**config.mk**
```make
export PLATFORM = sky130hd
export DESIGN_NAME = can_btr_rflg
export DESIGN_NICKNAME = d
export VERILOG_FILES = /design/src/can_btr_rflg.v
export VERILOG_INCLUDE_DIRS = /design/src
export SDC_FILE = /design/constraint.sdc
export NUM_CORES = 1
export LEC_CHECK = 0
export BUFFER_PORTS_ARGS = -buffer_cell sky130_fd_sc_hd__buf_2
export CELL_PAD_IN_SITES_DETAIL_PLACEMENT = 0
export CELL_PAD_IN_SITES_GLOBAL_PLACEMENT = 1
export CORE_ASPECT_RATIO = 1.25
export CORE_MARGIN = 2
export CORE_UTILIZATION = 33
export DETAILED_ROUTE_END_ITERATION = 10
export PLACE_DENSITY_LB_ADDON = 0.1
export SLEW_MARGIN = 20
export SYNTH_ARGS = -nofsm -noshare
export SYNTH_HDL_FRONTEND = slang
export SYNTH_SLANG_ARGS = --single-unit
export TNS_END_PERCENT = 10
```
**constraint.sdc**
```tcl
create_clock -name pclk -period 1.8 [get_ports pclk]
set_input_delay 0.27 -clock pclk [delete_from_list [all_inputs] [get_ports pclk]]
set_output_delay 0.27 -clock pclk [all_outputs]
set_load 0.03 [all_outputs]
```
**src/can_btr_rflg_map.vh**
```
// Register map, field positions, reset values and thresholds for the CAN bit timing and receiver flag block
//
// How it works
// - TRIPLE_SAMPLE_SELECT clear single sample, set three-sample majority
// - Second segment bits 6:4, length code plus one
// - First segment bits 3:0, length code plus one
// - Bit is sync quantum plus both segments
// - Timing writes only in init, reads always
// - Flag write one clears, zero ignored
// - Flag clears only once its cause ceased
// - Each flag gated by enable onto request
// - Init mode forces flags reset, refuses writes
// - Receiver and transmitter state fields read-only
// - Wake-up flag bit 7 on sleeping bus activity
// - Status-change flag bit 6 on state change
// - State fields frozen while status-change flag pending
// - Receiver state 00 up to 96, 01 to 127
// - Transmitter state 00 up to 96, 01 to 127
// - State fields keep tracking during init mode
// - Overrun flag bit 1 on receive overrun
// - Receive-full flag bit 0 blocks next shift
// - Six-bit prescaler divides clock by value plus one
`ifndef CAN_BTR_RFLG_MAP_VH
`define CAN_BTR_RFLG_MAP_VH

// Byte addresses on the APB bus
`define ADDR_PRESCALER 8'h00
`define ADDR_BIT_TIMING 8'h04
`define ADDR_RX_FLAGS 8'h08
`define ADDR_RX_IRQ_EN 8'h0c
`define ADDR_INIT_CTRL 8'h10

// Field positions
`define F_TRIPLE_SAMPLE_SELECT 7
`define F_SECOND_SEGMENT_LEN_HI 6
`define F_SECOND_SEGMENT_LEN_LO 4
`define F_FIRST_SEGMENT_LEN_HI 3
`define F_FIRST_SEGMENT_LEN_LO 0
`define F_PRESC_HI 5
`define F_WAKE 7
`define F_CSC 6
`define F_RSTATE_HI 5
`define F_RSTATE_LO 4
`define F_TSTATE_HI 3
`define F_TSTATE_LO 2
`define F_OVR 1
`define F_RXF 0
`define F_INIT_REQ 0
`define F_INIT_ACK 1

// Reset values
`define RST_BYTE 8'h00
`define RST_STATE 2'h0
`define RST_PRESC 6'h00

// Error state thresholds and codes
`define LIM_WARN 9'h060
`define LIM_PASSIVE 9'h07f
`define LIM_BUSOFF 9'h0ff
`define ST_OK 2'h0
`define ST_WARN 2'h1
`define ST_PASSIVE 2'h2
`define ST_BUSOFF 2'h3

`endif

```
**src/can_btr_rflg.v**
```verilog
// CAN bit timing, sampling and receiver flag logic with an APB register slave
//
// Our own choices: the address map and the APB register port.
`default_nettype none
`include "can_btr_rflg_map.vh"

module can_btr_rflg (
	input wire pclk,
	input wire presetn,
	input wire psel,
	input wire penable,
	input wire pwrite,
	input wire [7:0] paddr,
	input wire [31:0] pwdata,
	output reg [31:0] prdata,
	output reg pready,
	output reg pslverr,
	input wire can_rx,
	input wire sleep_active,
	input wire wakeup_enable,
	input wire overrun_event,
	input wire receive_full_event,
	input wire [8:0] transmit_error_count,
	input wire [8:0] receive_error_count,
	output reg rx_bit_r,
	output reg sample_strobe_r,
	output reg bit_start_r,
	output reg init_acknowledge_r,
	output reg fifo_shift_block_r,
	output reg wakeup_irq_r,
	output reg error_irq_r,
	output reg receive_irq_r
);

	// One-hot bit phase states
	localparam [2:0] PH_SYNC = 3'b001;
	localparam [2:0] PH_SEG1 = 3'b010;
	localparam [2:0] PH_SEG2 = 3'b100;

	reg [5:0] quantum_prescaler_r;
	reg [7:0] bit_timing_segments_r;
	reg [7:0] receiver_interrupt_enables_r;
	reg init_request_r;
	reg wakeup_flag_r;
	reg status_change_flag_r;
	reg overrun_flag_r;
	reg receive_full_flag_r;
	reg [1:0] receiver_state_r;
	reg [1:0] transmitter_state_r;
	reg [5:0] presc_cnt_r;
	reg [3:0] seg_cnt_r;
	reg [2:0] phase_r;
	reg [2:0] phase_nxt;
	reg [3:0] seg_cnt_nxt;
	reg [1:0] rx_hist_r;
	reg [1:0] rx_state_nxt;
	reg [1:0] tx_state_nxt;
	reg [31:0] rdata_nxt;
	reg addr_ok;

	wire [7:0] wbyte = pwdata[7:0];
	wire init_mode = init_request_r & init_acknowledge_r;
	wire run_mode = ~init_request_r & ~init_acknowledge_r;
	wire wr_en = psel & penable & pready & pwrite;
	wire wr_timing = wr_en & (paddr == `ADDR_BIT_TIMING);
	wire wr_presc = wr_en & (paddr == `ADDR_PRESCALER);
	wire wr_flags = wr_en & (paddr == `ADDR_RX_FLAGS);
	wire wr_irq_en = wr_en & (paddr == `ADDR_RX_IRQ_EN);
	wire wr_init = wr_en & (paddr == `ADDR_INIT_CTRL);
	wire [3:0] first_segment_len = bit_timing_segments_r[`F_FIRST_SEGMENT_LEN_HI:`F_FIRST_SEGMENT_LEN_LO];
	wire [2:0] second_segment_len = bit_timing_segments_r[`F_SECOND_SEGMENT_LEN_HI:`F_SECOND_SEGMENT_LEN_LO];
	wire tq_tick = (presc_cnt_r == quantum_prescaler_r);
	wire seg1_last = tq_tick & phase_r[1] & (seg_cnt_r == first_segment_len);
	wire majority = (rx_hist_r[0] & rx_hist_r[1]) | (rx_hist_r[0] & can_rx) | (rx_hist_r[1] & can_rx);
	wire wake_cond = sleep_active & wakeup_enable & ~can_rx;
	wire state_moved = (rx_state_nxt != receiver_state_r) | (tx_state_nxt != transmitter_state_r);
	wire [7:0] flags_rd = {wakeup_flag_r, status_change_flag_r, receiver_state_r, transmitter_state_r,
		overrun_flag_r, receive_full_flag_r};

	// APB answer: pready rises in the access cycle, so every transfer is zero-wait
	always @(posedge pclk or negedge presetn) begin
		if (!presetn) begin
			pready <= 1'b0;
			pslverr <= 1'b0;
			prdata <= 32'h00000000;
		end else begin
			pready <= psel & ~penable & ~pready;
			pslverr <= psel & ~penable & ~pready & ~addr_ok;
			if (psel & ~penable & ~pwrite)
				prdata <= rdata_nxt;
		end
	end

	// Read mux; reserved bits and unmapped addresses read zero
	always @* begin
		rdata_nxt = 32'h00000000;
		addr_ok = 1'b1;
		case (paddr)
			`ADDR_PRESCALER: rdata_nxt[`F_PRESC_HI:0] = quantum_prescaler_r;
			`ADDR_BIT_TIMING: rdata_nxt[7:0] = bit_timing_segments_r;
			`ADDR_RX_FLAGS: rdata_nxt[7:0] = flags_rd;
			`ADDR_RX_IRQ_EN: rdata_nxt[7:0] = receiver_interrupt_enables_r;
			`ADDR_INIT_CTRL: begin
				rdata_nxt[`F_INIT_REQ] = init_request_r;
				rdata_nxt[`F_INIT_ACK] = init_acknowledge_r;
			end
			default: addr_ok = 1'b0;
		endcase
	end

	// Init handshake; the acknowledge follows the request one clock later
	always @(posedge pclk or negedge presetn) begin
		if (!presetn) begin
			init_request_r <= 1'b0;
			init_acknowledge_r <= 1'b0;
		end else begin
			if (wr_init)
				init_request_r <= wbyte[`F_INIT_REQ];
			init_acknowledge_r <= init_request_r;
		end
	end

	// Timing registers accept writes only inside init mode so the bit engine never sees a torn setup
	always @(posedge pclk or negedge presetn) begin
		if (!presetn) begin
			bit_timing_segments_r <= `RST_BYTE;
			quantum_prescaler_r <= `RST_PRESC;
		end else if (init_mode) begin
			if (wr_timing)
				bit_timing_segments_r <= wbyte;
			if (wr_presc)
				quantum_prescaler_r <= wbyte[`F_PRESC_HI:0];
		end
	end

	// Interrupt enables: held at reset in init mode, writable only when fully out of it
	always @(posedge pclk or negedge presetn) begin
		if (!presetn)
			receiver_interrupt_enables_r <= `RST_BYTE;
		else if (init_mode)
			receiver_interrupt_enables_r <= `RST_BYTE;
		else if (wr_irq_en & run_mode)
			receiver_interrupt_enables_r <= wbyte;
	end

	// Quantum clock: count 0..prescaler, one tick every prescaler+1 clocks
	always @(posedge pclk or negedge presetn) begin
		if (!presetn)
			presc_cnt_r <= `RST_PRESC;
		else if (init_mode | tq_tick)
			presc_cnt_r <= `RST_PRESC;
		else
			presc_cnt_r <= presc_cnt_r + 6'h01;
	end

	// Bit phase sequencing: one sync quantum, then first_segment_len+1 and second_segment_len+1 quanta
	always @* begin
		phase_nxt = phase_r;
		seg_cnt_nxt = seg_cnt_r;
		if (tq_tick) begin
			case (phase_r)
				PH_SYNC: begin
					phase_nxt = PH_SEG1;
					seg_cnt_nxt = 4'h0;
				end
				PH_SEG1: begin
					if (seg_cnt_r == first_segment_len) begin
						phase_nxt = PH_SEG2;
						seg_cnt_nxt = 4'h0;
					end else begin
						seg_cnt_nxt = seg_cnt_r + 4'h1;
					end
				end
				PH_SEG2: begin
					if (seg_cnt_r == {1'b0, second_segment_len}) begin
						phase_nxt = PH_SYNC;
						seg_cnt_nxt = 4'h0;
					end else begin
						seg_cnt_nxt = seg_cnt_r + 4'h1;
					end
				end
				default: begin
					phase_nxt = PH_SYNC;
					seg_cnt_nxt = 4'h0;
				end
			endcase
		end
	end

	// Bit engine is parked in sync while in init mode
	always @(posedge pclk or negedge presetn) begin
		if (!presetn) begin
			phase_r <= PH_SYNC;
			seg_cnt_r <= 4'h0;
		end else if (init_mode) begin
			phase_r <= PH_SYNC;
			seg_cnt_r <= 4'h0;
		end else begin
			phase_r <= phase_nxt;
			seg_cnt_r <= seg_cnt_nxt;
		end
	end

	// Sampling: history holds the two quanta before the sample point; no resync, bus assumed aligned
	always @(posedge pclk or negedge presetn) begin
		if (!presetn) begin
			rx_hist_r <= 2'h3;
			rx_bit_r <= 1'b1;
			sample_strobe_r <= 1'b0;
			bit_start_r <= 1'b0;
		end else begin
			sample_strobe_r <= seg1_last & ~init_mode;
			bit_start_r <= tq_tick & phase_r[0] & ~init_mode;
			if (tq_tick)
				rx_hist_r <= {rx_hist_r[0], can_rx};
			if (seg1_last & ~init_mode) begin
				if (bit_timing_segments_r[`F_TRIPLE_SAMPLE_SELECT])
					rx_bit_r <= majority;
				else
					rx_bit_r <= can_rx;
			end
		end
	end

	// Error state from counters; transmitter bus-off drags the receiver along
	always @* begin
		if (receive_error_count <= `LIM_WARN)
			rx_state_nxt = `ST_OK;
		else if (receive_error_count <= `LIM_PASSIVE)
			rx_state_nxt = `ST_WARN;
		else
			rx_state_nxt = `ST_PASSIVE;
		if (transmit_error_count <= `LIM_WARN)
			tx_state_nxt = `ST_OK;
		else if (transmit_error_count <= `LIM_PASSIVE)
			tx_state_nxt = `ST_WARN;
		else if (transmit_error_count <= `LIM_BUSOFF)
			tx_state_nxt = `ST_PASSIVE;
		else
			tx_state_nxt = `ST_BUSOFF;
		if (tx_state_nxt == `ST_BUSOFF)
			rx_state_nxt = `ST_BUSOFF;
	end

	// State fields ignore bus writes and keep tracking even in init mode
	always @(posedge pclk or negedge presetn) begin
		if (!presetn) begin
			receiver_state_r <= `RST_STATE;
			transmitter_state_r <= `RST_STATE;
		end else if (~status_change_flag_r | init_mode) begin
			receiver_state_r <= rx_state_nxt;
			transmitter_state_r <= tx_state_nxt;
		end
	end

	// Flags: set beats clear; a clear is refused while the cause still stands
	always @(posedge pclk or negedge presetn) begin
		if (!presetn) begin
			wakeup_flag_r <= 1'b0;
			status_change_flag_r <= 1'b0;
			overrun_flag_r <= 1'b0;
			receive_full_flag_r <= 1'b0;
		end else if (init_mode) begin
			wakeup_flag_r <= 1'b0;
			status_change_flag_r <= 1'b0;
			overrun_flag_r <= 1'b0;
			receive_full_flag_r <= 1'b0;
		end else begin
			if (wake_cond)
				wakeup_flag_r <= 1'b1;
			else if (wr_flags & run_mode & wbyte[`F_WAKE])
				wakeup_flag_r <= 1'b0;
			if (state_moved & ~status_change_flag_r)
				status_change_flag_r <= 1'b1;
			else if (wr_flags & run_mode & wbyte[`F_CSC] & ~state_moved)
				status_change_flag_r <= 1'b0;
			if (overrun_event)
				overrun_flag_r <= 1'b1;
			else if (wr_flags & run_mode & wbyte[`F_OVR])
				overrun_flag_r <= 1'b0;
			if (receive_full_event)
				receive_full_flag_r <= 1'b1;
			else if (wr_flags & run_mode & wbyte[`F_RXF])
				receive_full_flag_r <= 1'b0;
		end
	end

	// Requests stay pending as long as flag and enable are both set
	always @(posedge pclk or negedge presetn) begin
		if (!presetn) begin
			wakeup_irq_r <= 1'b0;
			error_irq_r <= 1'b0;
			receive_irq_r <= 1'b0;
			fifo_shift_block_r <= 1'b0;
		end else begin
			wakeup_irq_r <= wakeup_flag_r & receiver_interrupt_enables_r[`F_WAKE];
			error_irq_r <= (status_change_flag_r & receiver_interrupt_enables_r[`F_CSC])
				| (overrun_flag_r & receiver_interrupt_enables_r[`F_OVR]);
			receive_irq_r <= receive_full_flag_r & receiver_interrupt_enables_r[`F_RXF];
			fifo_shift_block_r <= receive_full_flag_r;
		end
	end

endmodule // can_btr_rflg
`default_nettype wire

```
==> results of run 1 <==
power by group:
part           total, mW  switching (mW)  internal (mW)  leakage, nW
logic              0.294           0.199         0.0959         1.21
registers           1.47          0.0125           1.46        0.833
clock network       1.79           0.594           1.20        0.149
registers in the layout (all words and copies together), names as in the netlist, 3 cells and up:
register / count
presc_cnt_r: 6
phase_r: 3
prdata: 8
receiver_interrupt_enables_r: 8
seg_cnt_r: 4
bit_timing_segments_r: 8
quantum_prescaler_r: 6
cells in the mapped netlist (all sizes together), types with 3 or more instances:
master,count,area share [%]
a21oi,13,1.9
a222oi,3,0.88
a31oi,5,0.92
and2,4,0.74
and3,3,0.55
buf,27,5.9
clkbuf,9,1.0
dfrtp,60,44
dfstp,4,3.1
inv,9,1.0
mux2,21,7.0
nand2,37,4.1
nand2b,4,0.74
nand3,14,2.5
nor2,32,3.5
nor2b,5,0.92
nor3,4,0.74
nor4,4,0.74
o21ai,16,3.1
o31ai,4,0.88
or3,3,0.70
or4,4,1.0
xor2,18,4.6
worst register-to-register path: cells and delay by family (launching register included):
family,cells,cell delay [ps]
simple gates,3,560
flops,1,400
mux,1,360
xor+xnor,1,180
buf+inv,1,180
worst max path at each step:
stage	cells after the start	start	to	slack [ps]
after floorplan	7	paddr[1]	receiver_interrupt_enables_r[4]$_DFFE_PN0P_	-170
after global placement	6	paddr[1]	receiver_interrupt_enables_r[1]$_DFFE_PN0P_	-330
after detailed placement	6	paddr[1]	quantum_prescaler_r[3]$_DFFE_PN0P_	-350
after CTS	6	paddr[1]	receiver_interrupt_enables_r[1]$_DFFE_PN0P_	-4
after global routing	6	bit_timing_segments_r[2]$_DFFE_PN0P_	rx_bit_r$_DFFE_PN1P_	-20
final	6	bit_timing_segments_r[2]$_DFFE_PN0P_	rx_bit_r$_DFFE_PN1P_	50
final cells by class:
type / instances / area share [%]
flip-flops and latches: 64 / 37.3
clock buffers: 11 / 5.40
clock inverters: 4 / 1.63
inverters: 9 / 0.784
multi-input cells: 251 / 38.1
repair buffers: 92 / 13.0
well taps: 129 / 3.75
kinds of logic after synthesis:
| family | synth area share (%) |
|---|---|
| AOI/OAI and AO/OA | 10.8 |
| xor gates and xnor gates | 5.16 |
| other | 0.111 |
| buffers and inverters | 7.89 |
| muxes | 8.89 |
| adders and majority gates | 0.737 |
| and+or+nand+nor | 19.1 |
| DFF | 47.3 |
through the flow:
stage,hold slack (ps),setup WS [ps]
finish,161,48.1
global route,153,-24.1
CTS,152,-4.42
detailed placement,321,-352
global placement,320,-331
floorplan,-25.6,-173
layer usage:
layer	wire length [um]	global-route usage, %	share of wire [%]
met1	3710	20.3	44
met2	4180	26.7	50
met3	314	3.08	3.7
met4	177	7.43	2.1
met5	0	0	0
repair_timing:
action | CTS | global route
endpoints found under the setup margin | 3 | 15
hold endpoints to repair | 60 | 0
hold buffers | 1 | 0
pin swaps | 1 | 3
gates resized for setup | 5 | 4
==> results.toml, run 1 <==
[synth]
ys.warnings.count = 0
synth.distinct_cells = 54
synth_edf_count = 0
yosys_register_bits = 64
ys_async_sr_fraction_pct = 100
synth_seq_area_share_pct = 47.3
synth_area_per_cell_um2 = 10.1
synthesis.area_mm2 = 0.00339
gate_count_post_synth = 337
synth_ff_type = "dfrtp_1"

[global_routing]
number_of_antenna_violations_at_the_first_check_in_global_routing = 0
overflow = 0
grt_max_degree = 65
number_of_global_route_vias_before_repair = 2721
wire_length_of_the_first_global_routing_pass_um = 13600
track_usage_pct = 16.2

[cells_and_area]
antennaDiodeCount = 0
drive_gt1_share_pct = 36.0
final_core_util_pct = 42.8
finalInstanceArea_mm2 = 0.00431
multi_input_gate_area_mm2 = 0.00164
filler_free_cell_count_of_the_finished_design = 560
final-seq-area_mm2 = 0.00161
flow.area_growth_from_synthesis_pct = 26.9
num-fill-cells = 1014
mostFrequentLayoutCell = "buf_2"
design.final.nets = 497
layout_common_cells = "61 x buf_2, 60 x dfrtp_1, 36 x nand2_1"

[worst_hold_path]
hold-path-cell-count = 3
worst_hold_path_type = "in -> reg"
worstHoldStart = "can_rx"
timing.hold.worst_endpoint = "rx_hist_r[0]$_DFFE_PN1N_"

[flow_run]
drv_cap = 0

[drt]
via_count = 2693
wl_um = 8390
drt_iter0_drc = 97
route.detailed.drc = 0
antenna_violating_nets_remaining = 0
detail_route.first_pass.iterations = 4
drt-vias-per-instance = 4.81
wl_per_cell_um = 15.0

[critical_path]
critPathBufInv = 1
crit_path_required_time_ps = 2050
register_to_register_setup_slack_ps = 50
worst-path-max-fanout = 3
reg2reg_from = "bit_timing_segments_r[2]$_DFFE_PN0P_"
crit_path_start_kind = "flop"
path_class = "reg -> reg"
critical_path.slowest_cell = "dfrtp_1"
cp_cell_sequence = "xor2_1 -> nor4_2 -> buf_4 -> nand2_1 -> nor3_2 -> mux2_2"
critPathCaptureType = "flop"
r2r-end = "rx_bit_r$_DFFE_PN1P_"
worst_path_dominant_cell_family = "simple AND/OR/NAND/NOR gates"
worstRegToRegCells = 6
critical_path_arrival_ps = 2000
slowest_delay_ps = 400

[floorplan]
floorplan.core_area_mm2 = 0.0101
fp.dieArea_mm2 = 0.0111
starting_utilization_of_the_core_area_pct = 33.7
io_pins = 110
chipWidth_um = 94.7
floorplan.die.height_um = 117
rows = 41

[timing]
timing.fmax_ghz = 0.571
setup-tns-final_ps = 0
rsz0062_at_grt = "true"
fin_crit_ps = 1750
timing.final.hold_violations = 0
period_share_pct = 97.3
finalMaxSlewViolations = 0
setup_viol = 0
worst_clock_skew_ps = 3.99

[clock_network]
clock_path_buffers = 2
htree_num_levels = 3
clkLatencyLatePin_ps = 330
clk_pin_slew_worst_setup_hold_paths_ps = 50
cts_tree = "built"
tritoncts.num_buffers = 9
post-cts-setup-buffer-count = 0
cts.sinks = 64
clock-root-buffer = "clkbuf_16"

[power]
p_leak_nw = 2.19
vdd_ir_drop_max_mv = 0.395
power_per_standard_cell_area_mw_per_mm2 = 827
design_power_total_mw = 3.56

[place]
dp_cells = 544
dp.final_hpwl_um = 6300
routabilityCongestion = 0.743
placement.io_buffers = 61
placed_cell_area_mm2 = 0.00395

[outcome]
outcome = "finished clean"
(Power assumes the default switching activity.)
==> inputs of run 2 (changes only) <==
clock period = 1.7 ns   (was 1.8 ns; I/O delays follow)
==> results.toml, run 2 (same netlist as run 1, synthesis figures left out) <==
[cells_and_area]
flow.area_growth_from_synthesis_pct = 35.1
antennaDiodeCount = 0
mostFrequentLayoutCell = "buf_2"
final-seq-area_mm2 = 0.00161
filler_free_cell_count_of_the_finished_design = 585
num-fill-cells = 989
drive_gt1_share_pct = 41.0
layout_common_cells = "61 x buf_2, 60 x dfrtp_1, 49 x buf_4"
reg_top3 = "bit_timing_segments_r (8), prdata (8), receiver_interrupt_enables_r (8)"
design.final.nets = 521
multi_input_gate_area_mm2 = 0.00171

[drt]
wl_per_cell_um = 14.8
drt-vias-per-instance = 4.63
via_count = 2710
antenna_violating_nets_remaining = 0
route.detailed.drc = 0
detail_route.first_pass.iterations = 4
wl_um = 8660
drt_iter0_drc = 89

[timing]
setup_viol = 9
timing.fmax_ghz = 0.581
finalMaxSlewViolations = 0
rsz0062_at_grt = "true"
fin_crit_ps = 1720
final_critical_path_setup_slack_ps = -20.5
timing.final.hold_violations = 0
period_share_pct = 101
worst_clock_skew_ps = 4.23

[floorplan]
floorplan.core_area_mm2 = 0.0101
floorplan.die.height_um = 117
starting_utilization_of_the_core_area_pct = 33.7
io_pins = 110
chipWidth_um = 94.7
rows = 41
fp.dieArea_mm2 = 0.0111

[place]
placement.io_buffers = 61
routabilityCongestion = 0.754
dp_cells = 564
dp.final_hpwl_um = 6650

[critical_path]
reg2reg_from = "seg_cnt_r[2]$_DFFE_PN0N_"
worstRegToRegCells = 8
crit_path_required_time_ps = 1910
critPathCaptureType = "flop"
worstSetupStartpoint = "paddr[1]"
path_class = "in -> reg"
worst-path-max-fanout = 8
critical_path_arrival_ps = 1940
crit_path_start_kind = "primary input"

[global_routing]
overflow = 0
number_of_antenna_violations_at_the_first_check_in_global_routing = 0
number_of_global_route_vias_before_repair = 2718
grt_max_degree = 29
wire_length_of_the_first_global_routing_pass_um = 14000
track_usage_pct = 16.6

[outcome]
failed_checks = "negative setup slack"
outcome = "finished with violations"

[clock_network]
clock_path_buffers = 2
clk_pin_slew_worst_setup_hold_paths_ps = 50
cts_tree = "built"
tritoncts.num_buffers = 9
htree_num_levels = 3
cts.sinks = 64
clkLatencyLatePin_ps = 330
clock-root-buffer = "clkbuf_16"

[worst_hold_path]
hold-path-cell-count = 3
worstHoldStart = "can_rx"
worst_hold_path_type = "in -> reg"

[power]
design_power_total_mw = 3.76
vdd_ir_drop_max_mv = 0.335
p_leak_nw = 2.37
power_per_standard_cell_area_mw_per_mm2 = 820

[flow_run]
drv_cap = 0
## run 2: routing by layer
layer / vias up / track usage, % / wire length (um)
met3: 9 / 2.76 / 284
met4: 0 / 5.98 / 136
li1: 1356 / - / -
met5: - / 0 / 0
met1: 1289 / 21.4 / 3840
met2: 56 / 27.8 / 4400
## run 2: through the flow
stage	util, %	setup slack, ps	cell area (um2)	setup TNS [ps]	hold slack [ps]
final	45.6	-20.5	4580	-67.7	147
after global routing	45.6	-89.2	4580	-1200	140
after CTS	45.0	-83.1	4530	-797	136
after detailed placement	41.0	-469	4130	-10580	206
after global placement	41.0	-467	4130	-10180	198
after floorplan	-	-258	3490	-5190	-40.6
## run 2: critical path, stage by stage
cell and delay [ps]:
buf_2 100, or3_4 380, or4_4 460, or3_4 360
buf_6 150, a31o_2 240
## run 2: report_power, final
group          internal (mW)  leakage, nW  switching (mW)  total (mW)
Sequential              1.55        0.833          0.0130        1.56
Combinational          0.111         1.39           0.215       0.326
Clock                   1.21        0.148           0.664        1.87
Total                   2.86         2.37           0.892        3.76
## run 2: path summary, 6_finish.rpt
kind | to | slack, ps
min | rx_hist_r[0]$_DFFE_PN1N_ | 150
max reg2reg | seg_cnt_r[2]$_DFFE_PN0N_ | 50
max | receiver_interrupt_enables_r[1]$_DFFE_PN0P_ | -20
min reg2reg | fifo_shift_block_r$_DFF_PN0_ | 450
min in group asynchronous | prdata[2]$_DFFE_PN0P_ | 380
max in group asynchronous | rx_hist_r[1]$_DFFE_PN1N_ | 770
## run 2: area by class of cell
class                      count  area share [%]
inverter                       9           0.737
multi-input combinational    251            37.3
clock inverter                 5            1.20
clock buffer                  11            5.51
sequential                    64            35.1
tap                          129            3.52
timing repair buffer         116            16.7
## run 2: repair_timing
action                                  CTS  global route
endpoints found under the hold margin    12             0
setup buffers                             4             1
gates resized for setup                  12             9
hold buffers                              1             0
pin swaps                                 5             8
endpoints found under the setup margin   25            32
==> inputs of run 3 (changes only) <==
SKIP_CTS_REPAIR_TIMING = 1   (was unset)
==> results.toml, run 3 (same netlist as run 1, synthesis figures left out) <==
[cells_and_area]
layout_common_cells = "61 x buf_2, 60 x dfrtp_1, 49 x buf_4"
antennaDiodeCount = 0
flow.area_growth_from_synthesis_pct = 34.5
finalInstanceArea_mm2 = 0.00456
drive_gt1_share_pct = 41.0
num-fill-cells = 982
design.final.nets = 521
reg_top3 = "bit_timing_segments_r (8), prdata (8), receiver_interrupt_enables_r (8)"
mostFrequentLayoutCell = "buf_2"

[worst_hold_path]
worst_hold_path_type = "in -> reg"
worstHoldStart = "can_rx"
timing.hold.worst_endpoint = "rx_hist_r[0]$_DFFE_PN1N_"
hold-path-cell-count = 3

[power]
power.clock.fraction_pct = 49.8
share_comb_of_total_power_pct = 8.7
total_switching_power_mw = 0.892
p_leak_nw = 2.35
p_sw_share_pct = 23.8
power_per_standard_cell_area_mw_per_mm2 = 823
internal_power_mw = 2.86
p_seq_share_pct = 41.5
vdd_ir_drop_max_mv = 0.335

[clock_network]
clkLatencyLatePin_ps = 330
cts.sinks = 64
tritoncts.num_buffers = 9
cts_tree = "built"
clk_pin_slew_worst_setup_hold_paths_ps = 50
htree_num_levels = 3
clock_path_buffers = 2
clock-root-buffer = "clkbuf_16"

[floorplan]
fp.dieArea_mm2 = 0.0111
io_pins = 110
chipWidth_um = 94.7
rows = 41
floorplan.core_area_mm2 = 0.0101
floorplan.die.height_um = 117
starting_utilization_of_the_core_area_pct = 33.7

[timing]
final_critical_path_setup_slack_ps = -43.9
timing.fmax_ghz = 0.573
fin_crit_ps = 1740
setup_viol = 5
period_share_pct = 103
timing.final.hold_violations = 0
rsz0062_at_grt = "true"
finalMaxSlewViolations = 0
setup-tns-final_ps = -67.7
worst_clock_skew_ps = 5.91

[drt]
drt-vias-per-instance = 4.67
wl_per_cell_um = 14.7
drt_iter0_drc = 89
route.detailed.drc = 0
wl_um = 8600
antenna_violating_nets_remaining = 0
via_count = 2732
detail_route.first_pass.iterations = 4

[critical_path]
critical_path_arrival_ps = 2000
register_to_register_setup_slack_ps = -40
critPathCaptureType = "flop"
reg2reg_from = "bit_timing_segments_r[2]$_DFFE_PN0P_"
crit_path_start_kind = "flop"
crit_path_required_time_ps = 1950
worst-path-max-fanout = 3
path_class = "reg -> reg"
worstRegToRegCells = 6
r2r-end = "rx_bit_r$_DFFE_PN1P_"

[place]
placement.io_buffers = 61
placed_cell_area_mm2 = 0.00413
dp.final_hpwl_um = 6650
routabilityCongestion = 0.754
place_ws_ps = -469

[global_routing]
wire_length_of_the_first_global_routing_pass_um = 13800
grt_max_degree = 29
overflow = 0
track_usage_pct = 16.4
number_of_global_route_vias_before_repair = 2684
number_of_antenna_violations_at_the_first_check_in_global_routing = 0

[outcome]
outcome = "finished with violations"
failed_checks = "negative setup slack"

[flow_run]
drv_cap = 0
## run 3: layout make-up
type                    count  area, um2  share of cell area (%)
multi-input cells         251       1690                    37.0
flip-flops and latches     64       1610                    35.2
repair buffers            116        766                    16.8
clock buffers              11        253                    5.54
well taps                 129        161                    3.54
clock inverters             5       55.1                    1.21
inverters                   9       33.8                   0.740
## run 3: worst max path at each step
stage	startpoint	end	slack [ps]	depth (start not counted)
after global placement	paddr[1]	bit_timing_segments_r[5]$_DFFE_PN0P_	-470	6
after detailed placement	paddr[1]	bit_timing_segments_r[7]$_DFFE_PN0P_	-470	6
after global routing	seg_cnt_r[0]$_DFFE_PN0N_	rx_bit_r$_DFFE_PN1P_	-120	6
after floorplan	paddr[1]	receiver_interrupt_enables_r[4]$_DFFE_PN0P_	-260	7
after CTS	seg_cnt_r[1]$_DFFE_PN0N_	rx_bit_r$_DFFE_PN1P_	-290	6
final	bit_timing_segments_r[2]$_DFFE_PN0P_	rx_bit_r$_DFFE_PN1P_	-40	6
## run 3: layer usage
| metal | GRT usage, % | vias to the layer above | part of all wire (%) |
|---|---|---|---|
| li1 | - | 1355 | - |
| met5 | 0 | - | 0 |
| met1 | 21.1 | 1309 | 44 |
| met2 | 27.2 | 56 | 51 |
| met4 | 6.25 | 0 | 1.7 |
| met3 | 2.83 | 12 | 3.4 |
## run 3: per-stage QoR
step                      cells  util [%]  hold slack [ps]  power (mW)
final                       585      45.4              146        3.76
after global routing        585      45.4              140        3.92
after CTS                   580      44.1             -148        3.81
after detailed placement    564      41.0              206        1.91
after global placement      564      41.0              198        1.91
after floorplan             360         -            -40.6        1.79
## run 3: power groups by stage
stage	combinational (mW)	sequential, mW	clock (mW)
after floorplan	0.190	1.60	0
after global placement	0.322	1.58	0
after detailed placement	0.323	1.59	0
after CTS	0.324	1.56	1.92
after global routing	0.361	1.56	2.00
final	0.326	1.56	1.87
## run 3: worst max-delay path: stages, from the launching register on
cell	delay, ps
dfrtp_1	400
xor2_1	170
nor4_2	320
buf_4	190
nand2_4	50
nor3_4	220
mux2_4	320
